## src/sdb_regs.vh

```
// register offset, prescale select codes, reset values and timing figures for the serial data buffer
// assumes inclusion by sdb_uart.v and sdb_baud.v
`ifndef SDB_REGS_VH
`define SDB_REGS_VH
`define SDB_DATA_ADDR 8'h99
`define SDB_DATA_RESET 8'h00
`define SDB_PRE_DIV12 2'b00
`define SDB_PRE_DIV4 2'b01
`define SDB_PRE_DIV48 2'b10
`define SDB_PRE_EXT8 2'b11
`define SDB_DIV12 8'd12
`define SDB_DIV4 8'd4
`define SDB_DIV48 8'd48
`define SDB_DIV8 8'd8
`define SDB_RELOAD_TOP 9'd256
`define SDB_OVF_PER_BIT 2'd2
`define SDB_BITS_8 4'd10
`define SDB_BITS_9 4'd11
`endif

```

## src/sdb_baud.v

```verilog
// baud timer: clock source select, 8-bit auto-reload timer, divide by two
// assumes external_osc_clock is already synchronised to mclk by the caller
`timescale 1ns/1ps
`include "sdb_regs.vh"
module sdb_baud (
	input wire mclk,
	input wire rst_n,
	input wire timer_clock_direct_select,
	input wire [1:0] timer_prescale_select,
	input wire ext_rise,
	input wire [7:0] baud_timer_reload,
	output reg bit_tick
);
	// ==========================================
	// source select and prescaler
	reg [7:0] pre_cnt;
	reg [7:0] pre_lim;
	reg tmr_tick;
	reg [8:0] tmr;
	reg half;
	wire pre_step;
	assign pre_step = (timer_prescale_select == `SDB_PRE_EXT8) ? ext_rise : 1'b1;
	// divisor for the selected source
	always @* begin
		case (timer_prescale_select)
			`SDB_PRE_DIV12: pre_lim = `SDB_DIV12;
			`SDB_PRE_DIV4: pre_lim = `SDB_DIV4;
			`SDB_PRE_DIV48: pre_lim = `SDB_DIV48;
			default: pre_lim = `SDB_DIV8;
		endcase
	end
	// prescale counter, direct select bypasses it
	always @(posedge mclk) begin
		tmr_tick <= 1'b0;
		if (!rst_n) begin
			pre_cnt <= 8'h00;
		end else if (timer_clock_direct_select) begin
			pre_cnt <= 8'h00;
			tmr_tick <= 1'b1;
		end else if (pre_step) begin
			if (pre_cnt >= pre_lim - 8'h01) begin
				pre_cnt <= 8'h00;
				tmr_tick <= 1'b1;
			end else begin
				pre_cnt <= pre_cnt + 8'h01;
			end
		end
	end
	// ==========================================
	// reload timer, overflow every 256 - reload ticks, halved
	always @(posedge mclk) begin
		bit_tick <= 1'b0;
		if (!rst_n) begin
			tmr <= 9'h000;
			half <= 1'b0;
		end else if (tmr_tick) begin
			if (tmr >= `SDB_RELOAD_TOP - 9'h001) begin
				tmr <= {1'b0, baud_timer_reload};
				half <= ~half;
				bit_tick <= half;
			end else begin
				tmr <= tmr + 9'h001;
			end
		end
	end
endmodule // sdb_baud

```

## src/sdb_uart.v

```verilog
// serial data buffer with transmit shifter and receive latch, 8 or 9 bit frames
// assumes a byte-wide special function register bus on mclk; rx and ext clock are async pins
`timescale 1ns/1ps
`include "sdb_regs.vh"
// Contract
// - one data address reaches a transmit shifter on write, receive latch on read
// - a byte written while tx_ready is high waits in the write buffer, then stays in the transmit shifter until shifted out
// - only a data register write starts a transmission
// - a data read returns the receive latch, never the transmit shifter
// - data register is eight bits, bit 7 msb, clears to zero at reset
// - timer clock: direct bit gives core clock, else prescale picks divider
// - bit rate is timer clock over 256 minus reload, halved
// - 8-bit frame: start, eight data lsb first, stop; stop kept as ninth bit
// - 9-bit frame adds the software ninth bit; received ninth bit kept
// - latch and flag only when flag clear and, if checking, checked bit is one
module sdb_uart (
	input wire mclk,
	input wire rst_n,
	input wire [7:0] sfr_addr,
	input wire [7:0] sfr_wdata,
	input wire sfr_wr,
	input wire sfr_rd,
	output reg [7:0] sfr_rdata,
	input wire frame_mode_select,
	input wire multiproc_check_enable,
	input wire receive_enable,
	input wire ninth_transmit_bit,
	input wire timer_clock_direct_select,
	input wire [1:0] timer_prescale_select,
	input wire [7:0] baud_timer_reload,
	input wire external_osc_clock,
	input wire transmit_flag_clear,
	input wire receive_flag_clear,
	output reg transmit_flag,
	output reg receive_flag,
	output reg ninth_receive_bit,
	output wire tx_ready,
	output reg txd,
	input wire rxd
);
	localparam ST_IDLE = 3'b001;
	localparam ST_SEND = 3'b010;
	localparam ST_WAIT = 3'b100;
	// ==========================================
	// pin synchronisers
	reg rx_s1, rx_s2, ext_s1, ext_s2, ext_s3;
	always @(posedge mclk) begin
		if (!rst_n) begin
			rx_s1 <= 1'b1;
			rx_s2 <= 1'b1;
			ext_s1 <= 1'b0;
			ext_s2 <= 1'b0;
			ext_s3 <= 1'b0;
		end else begin
			rx_s1 <= rxd;
			rx_s2 <= rx_s1;
			ext_s1 <= external_osc_clock;
			ext_s2 <= ext_s1;
			ext_s3 <= ext_s2;
		end
	end
	wire ext_rise;
	assign ext_rise = ext_s2 & ~ext_s3;
	// ==========================================
	// baud clock
	wire bit_tick;
	sdb_baud u_baud (
		.mclk(mclk),
		.rst_n(rst_n),
		.timer_clock_direct_select(timer_clock_direct_select),
		.timer_prescale_select(timer_prescale_select),
		.ext_rise(ext_rise),
		.baud_timer_reload(baud_timer_reload),
		.bit_tick(bit_tick)
	);
	// write strobe aimed at the data buffer address
	wire wr_hit;
	assign wr_hit = sfr_wr && (sfr_addr == `SDB_DATA_ADDR);
	// ==========================================
	// two-entry write buffer in front of the shifter
	reg [7:0] buf_d0, buf_d1;
	reg buf_n0, buf_n1; // ninth bit captured with each byte
	reg [1:0] buf_cnt;
	wire buf_pop;
	assign tx_ready = (buf_cnt != 2'd2);
	always @(posedge mclk) begin
		if (!rst_n) begin
			buf_cnt <= 2'd0;
			buf_d0 <= `SDB_DATA_RESET;
			buf_d1 <= `SDB_DATA_RESET;
			buf_n0 <= 1'b0;
			buf_n1 <= 1'b0;
		end else begin
			if (buf_pop) begin
				buf_d0 <= buf_d1;
				buf_n0 <= buf_n1;
			end
			if (wr_hit && tx_ready) begin
				if ((buf_cnt == 2'd0) || (buf_cnt == 2'd1 && buf_pop)) begin
					buf_d0 <= sfr_wdata;
					buf_n0 <= ninth_transmit_bit;
				end else begin
					buf_d1 <= sfr_wdata;
					buf_n1 <= ninth_transmit_bit;
				end
			end
			case ({wr_hit && tx_ready, buf_pop})
				2'b10: buf_cnt <= buf_cnt + 2'd1;
				2'b01: buf_cnt <= buf_cnt - 2'd1;
				default: buf_cnt <= buf_cnt;
			endcase
		end
	end
	// ==========================================
	// transmitter
	reg [2:0] tx_st;
	reg [10:0] tx_sh;
	reg [3:0] tx_left;
	assign buf_pop = (tx_st == ST_IDLE) && (buf_cnt != 2'd0);
	always @(posedge mclk) begin
		if (!rst_n) begin
			tx_st <= ST_IDLE;
			tx_sh <= 11'h7ff;
			tx_left <= 4'd0;
			txd <= 1'b1;
			transmit_flag <= 1'b0;
		end else begin
			if (transmit_flag_clear)
				transmit_flag <= 1'b0;
			case (tx_st)
				ST_IDLE: begin
					if (buf_pop) begin
						// stop, optional ninth, data lsb first, start
						if (frame_mode_select) begin
							tx_sh <= {1'b1, buf_n0, buf_d0, 1'b0};
							tx_left <= `SDB_BITS_9;
						end else begin
							tx_sh <= {2'b11, buf_d0, 1'b0};
							tx_left <= `SDB_BITS_8;
						end
						tx_st <= ST_WAIT;
					end
				end
				ST_WAIT: begin
					if (bit_tick) begin
						txd <= tx_sh[0];
						tx_st <= ST_SEND;
					end
				end
				ST_SEND: begin
					if (bit_tick) begin
						tx_sh <= {1'b1, tx_sh[10:1]};
						tx_left <= tx_left - 4'd1;
						txd <= tx_sh[1];
						if (tx_left == 4'd2)
							transmit_flag <= 1'b1; // stop bit begins, set wins over clear
						if (tx_left == 4'd1) begin
							txd <= 1'b1;
							tx_st <= ST_IDLE;
						end
					end
				end
				default: tx_st <= ST_IDLE;
			endcase
		end
	end
	// ==========================================
	// receiver: sample at mid-bit using sub-tick count of a bit period
	reg [7:0] rx_latch;
	reg [9:0] rx_sh;
	reg [3:0] rx_left;
	reg rx_busy;
	reg [15:0] rx_cnt;
	reg [15:0] bit_per;
	reg [15:0] per_run;
	// measure bit period in mclk cycles from the baud tick
	always @(posedge mclk) begin
		if (!rst_n) begin
			per_run <= 16'h0000;
			bit_per <= 16'h0000;
		end else if (bit_tick) begin
			bit_per <= per_run + 16'h0001;
			per_run <= 16'h0000;
		end else begin
			per_run <= per_run + 16'h0001;
		end
	end
	wire [3:0] rx_total;
	wire rx_check;
	wire rx_ok;
	assign rx_total = frame_mode_select ? `SDB_BITS_9 : `SDB_BITS_8;
	// checked bit: ninth data bit in 9-bit mode, stop bit in 8-bit mode
	// at the last sample the earlier samples sit in rx_sh, newest at bit 9
	assign rx_check = frame_mode_select ? rx_sh[9] : rx_s2;
	assign rx_ok = !receive_flag && (!multiproc_check_enable || rx_check);
	always @(posedge mclk) begin
		if (!rst_n) begin
			rx_busy <= 1'b0;
			rx_cnt <= 16'h0000;
			rx_left <= 4'd0;
			rx_sh <= 10'h000;
			rx_latch <= `SDB_DATA_RESET;
			receive_flag <= 1'b0;
			ninth_receive_bit <= 1'b0;
		end else begin
			if (receive_flag_clear)
				receive_flag <= 1'b0;
			if (!rx_busy) begin
				if (receive_enable && !rx_s2 && bit_per != 16'h0000) begin
					rx_busy <= 1'b1;
					rx_cnt <= {1'b0, bit_per[15:1]};
					rx_left <= rx_total;
				end
			end else if (rx_cnt != 16'h0000) begin
				rx_cnt <= rx_cnt - 16'h0001;
			end else begin
				rx_cnt <= bit_per - 16'h0001;
				rx_left <= rx_left - 4'd1;
				rx_sh <= {rx_s2, rx_sh[9:1]};
				if (rx_left == rx_total && rx_s2)
					rx_busy <= 1'b0; // false start
				if (rx_left == 4'd1) begin
					rx_busy <= 1'b0;
					if (rx_ok) begin
						if (frame_mode_select) begin
							rx_latch <= rx_sh[8:1];
							ninth_receive_bit <= rx_sh[9];
						end else begin
							rx_latch <= rx_sh[9:2];
							ninth_receive_bit <= rx_s2;
						end
						receive_flag <= 1'b1; // set wins over clear
					end
				end
			end
		end
	end
	// ==========================================
	// read port returns the receive latch only
	always @(posedge mclk) begin
		if (!rst_n)
			sfr_rdata <= 8'h00;
		else if (sfr_rd && sfr_addr == `SDB_DATA_ADDR)
			sfr_rdata <= rx_latch;
		else
			sfr_rdata <= 8'h00;
	end
endmodule // sdb_uart
```

## config.mk

```make
export PLATFORM = sky130hd
export DESIGN_NAME = sdb_uart
export DESIGN_NICKNAME = d
export VERILOG_FILES = /design/src/sdb_baud.v /design/src/sdb_uart.v
export VERILOG_INCLUDE_DIRS = /design/src /design/src/src
export SDC_FILE = /design/constraint.sdc
export NUM_CORES = 1
export LEC_CHECK = 0
export BUFFER_PORTS_ARGS = -buffer_cell sky130_fd_sc_hd__buf_2
export CAP_MARGIN = 20
export CORE_ASPECT_RATIO = 1.25
export CORE_MARGIN = 8
export CORE_UTILIZATION = 39
export CTS_CLUSTER_SIZE = 28
export DETAILED_ROUTE_END_ITERATION = 16
export SYNTH_ARGS = -nofsm -noshare
export SYNTH_HDL_FRONTEND = slang
export SYNTH_HIERARCHICAL = 1
export SYNTH_SLANG_ARGS = --single-unit
export TNS_END_PERCENT = 50
```

## constraint.sdc

```tcl
create_clock -name mclk -period 4.4 [get_ports mclk]
set_input_delay 0.66 -clock mclk [delete_from_list [all_inputs] [get_ports mclk]]
set_output_delay 0.66 -clock mclk [all_outputs]
set_load 0.01 [all_outputs]
```

==> results.yml <==
floorplan:
  num_rows: 55
  die-area_um2: 22910
  num_io_pins: 52
  start_util_pct: 39.59
  core_um2: 18030
  die_w_um: 137.0
  die_h_um: 167.3
worst_setup_path:
  rr_startpoint: "rx_cnt[4]$_SDFFE_PN0P_"
  crit_required_ns: 4.68
  cp_top_family: "simple AND/OR/NAND/NOR gates"
  r2r_cells: 11
  reg2reg_slack_ns: 1.13
  endpoint_kind: "flip-flop"
  critPathBufInv: 0
  worstSetupStartpointType: "flip-flop"
  critPathLaunch: "rx_cnt[4]$_SDFFE_PN0P_"
  setup.worst_path.class: "reg -> reg"
  r2r-end: "rx_cnt[10]$_SDFFE_PN0P_"
  cp_data_arrival_time_ns: 3.56
  cp_max_fo: 9
  cp_cell_sequence: "nor4_4 > and3_1 > and2_1 > a21oi_1 > ha_1 > or3b_2 > or4_1 > nor2_1 > o21ai_0 > xnor2_1 > a21oi_1"
  crit_top_cell: "a21oi_1"
  critPathMaxStageDelay_ns: 0.55
  slowest_stage: "dfxtp_1"
finish:
  seqCellArea_um2: 2883
  stdcell_area_um2: 8104
  diodes: 0
  syn_to_final_growth_pct: 13.53
  nNetsFinal: 873
  drive_gt1_share_pct: 15.20
  multi_input_area_um2: 3976
  n_fill_cell: 1751
sta:
  maxSlewHeadroom_pct: 32.80
  drv_slew: 0
  setup_viol: 0
  finalWorstSetupSlack_ns: 1.125
  skew_ns: 0.01013
  timing.final.crit_share_pct: 74.42
  hold_viol: 0
  tightest_slew_ns: 1.008
  finalSetupTns_ns: 0
  finalCriticalPeriod_ns: 3.275
  max_freq_mhz: 305.4
  rsz0062_at_grt: "no"
worst_hold_path:
  whs_path_depth: 1
  min_to: "rx_s2$_SDFF_PN1_"
  min_path_type: "reg -> reg"
  hp-start: "rx_s1$_SDFF_PN1_"
pwr:
  p_per_area_nw_per_um2: 385.7
  p_total_w: 0.003126
  peakVddDrop_uv: 259.6
  p_leak_nw: 3.491
cts:
  numCtsBuffers: 17
  clk_pin_slew_ns: 0.06
  cts.sinks: 144
  clk_path_buf_depth: 2
  worstSkewPairLatency_ns: 0.42
  ctsResizeCount: 0
  cts-root-buf: "clkbuf_16"
  post-cts-setup-buffers: 0
  cts_hold_buf: 0
  cts_tree: "built"
  h-tree-depth: 4
route:
  dr.first_iter.drc_count: 394
  wl_um: 15920
  final_antenna_net_count: 0
  vias: 5657
  wire_per_inst_um: 15.06
  drtPass1Iterations: 4
  route.detailed.drc: 0
  viasPerCell: 5.352
global_route:
  first_global_vias: 5402
  grtUsageTotal_pct: 14.27
  gr-total-overflow: 0
  grt_max_degree: 74
  antenna_found_initial: 0
  grt_pass1_wl_um: 26810
synthesis:
  yosys_most_used_dff: "dfxtp_1"
  synth_edf_count: 0
  async_flop_share_pct: 0
  seq_area_frac_synth_pct: 40.39
  netlist_area_um2: 7138
  synth_fp_nets: 845
  synth_seq_cells: 144
  avgSynthCellArea_um2: 9.058
  postSynthCellCount: 788
  synth_cell_type_count: 72
  yosys_warnings: 6
run:
  cap_violations: 0
placed_design:
  pre_cts_ws_ns: 1.203
  io_buffers: 51
  place_area_um2: 7518
  hpwl_um: 10880
  routabilityCongestion: 0.8191
run_status:
  outcome: "finished, final reports clean"
[per-stage QoR]
step           utilization, %  cells  hold WS (ns)
2_1_floorplan               -    788        0.3863
3_3_place_gp            41.70   1025        0.3927
3_5_place_dp            41.70   1025        0.3969
4_1_cts                 44.95   1057        0.4105
5_1_grt                 44.95   1057        0.4298
6_report                44.95   1057        0.4069
[logic make-up after synthesis]
family          share of synthesized area (%)
mux                                     7.450
flops                                   40.39
buf+inv                                 3.996
fa+ha+maj                               3.155
compound gates                          18.60
xor+xnor                                3.804
simple gates                            22.56
other cells                           0.05254
[cells in the mapped netlist (4+ instances only)]
cell | instances | area [µm²]
o21ai_0 | 34 | 170.2
nand2_1 | 97 | 364.1
or2_2 | 5 | 31.28
a21oi_1 | 35 | 175.2
and2_1 | 17 | 106.4
a211oi_1 | 4 | 30.03
xor2_1 | 20 | 175.2
or3_1 | 12 | 75.07
and3_1 | 7 | 43.79
xnor2_1 | 11 | 96.34
nand2b_1 | 12 | 75.07
inv_1 | 16 | 60.06
clkbuf_1 | 31 | 116.4
or4_1 | 4 | 30.03
and4_1 | 4 | 35.03
a21boi_0 | 7 | 52.55
nor2b_1 | 19 | 118.9
nor4_1 | 5 | 31.28
mux2_2 | 9 | 101.4
nand4_1 | 10 | 62.56
ha_1 | 18 | 225.2
nor3_2 | 4 | 40.04
mux2i_1 | 43 | 430.4
dfxtp_1 | 144 | 2883
o21a_1 | 8 | 60.06
buf_2 | 8 | 40.04
buf_1 | 4 | 15.01
o211a_1 | 35 | 350.3
a31oi_1 | 9 | 56.30
nand3_1 | 34 | 170.2
nor2_1 | 45 | 168.9
nand3b_1 | 4 | 30.03
nor3b_1 | 5 | 37.54
nor3_1 | 8 | 40.04
[final cells by class]
cell class              instances  area share (%)
well taps                     228           3.520
multi-input cells             578           49.07
flip-flops and latches        144           35.57
repair buffers                 58           3.829
clock buffers                  23           5.898
clock inverters                 9           1.328
inverters                      17          0.7874
[sequential cells by signal, indices dropped and copies added (netlist names), 9 cells and up]
signal	count
bit_per	16
rx_cnt	16
rx_sh	9
u_baud/tmr	9
per_run	16
tx_sh	10
[metal layers]
metal	GRT usage [%]	part of all wire, %
met2	23.13	47
met5	0	0
met3	2.904	4.0
met4	7.008	2.7
met1	17.50	46
[cell usage in the layout, fill, tap and decap left out, drive strengths merged, types with 4 or more instances in the layout]
| master | instances |
|---|---|
| dfxtp | 144 |
| nand2 | 97 |
| buf | 58 |
| nor2 | 47 |
| mux2i | 43 |
| nand3 | 36 |
| o21ai | 36 |
| a21oi | 35 |
| o211a | 35 |
| clkbuf | 23 |
| xor2 | 20 |
| nor2b | 19 |
| ha | 18 |
| and2 | 17 |
| inv | 16 |
| nand2b | 12 |
| or3 | 12 |
| nor3 | 12 |
| xnor2 | 11 |
| nand4 | 10 |
| a31oi | 9 |
| mux2 | 9 |
| o21a | 8 |
| and3 | 8 |
| a21boi | 7 |
| nor4 | 6 |
| clkinv | 6 |
| nor3b | 5 |
| or2 | 5 |
| a211oi | 5 |
| or4 | 4 |
| nand3b | 4 |
| and4 | 4 |
| o221a | 4 |
| o211ai | 4 |
| a2111oi | 4 |
[worst max path at each step]
| stage | end | slack (ns) | cells after the start |
|---|---|---|---|
| 5_1_grt | rx_cnt[12]$_SDFFE_PN0P_ | 0.92 | 11 |
| 4_1_cts | rx_cnt[10]$_SDFFE_PN0P_ | 1.14 | 11 |
| 2_1_floorplan | rx_cnt[10]$_SDFFE_PN0P_ | 1.18 | 15 |
| 6_report | rx_cnt[10]$_SDFFE_PN0P_ | 1.13 | 11 |
| 3_5_place_dp | rx_cnt[10]$_SDFFE_PN0P_ | 1.20 | 11 |
| 3_3_place_gp | rx_cnt[10]$_SDFFE_PN0P_ | 1.27 | 11 |
[worst register-to-register path, cell delays in order (launching register included)]
cell and delay (ns):
dfxtp_1 0.55, nor4_4 0.10, and3_1 0.33, and2_1 0.24
a21oi_1 0.19, ha_1 0.21, or3b_2 0.53, or4_1 0.53
nor2_1 0.12, o21ai_0 0.11, xnor2_1 0.17, a21oi_1 0.08
[power by group]
group | internal [W] | switching [W]
clock network | 0.000878 | 0.000538
logic | 0.000133 | 0.000164
registers | 0.00136 | 0.0000476
total | 0.00238 | 0.000749
Note: power is estimated with default switching activity, not from simulation.
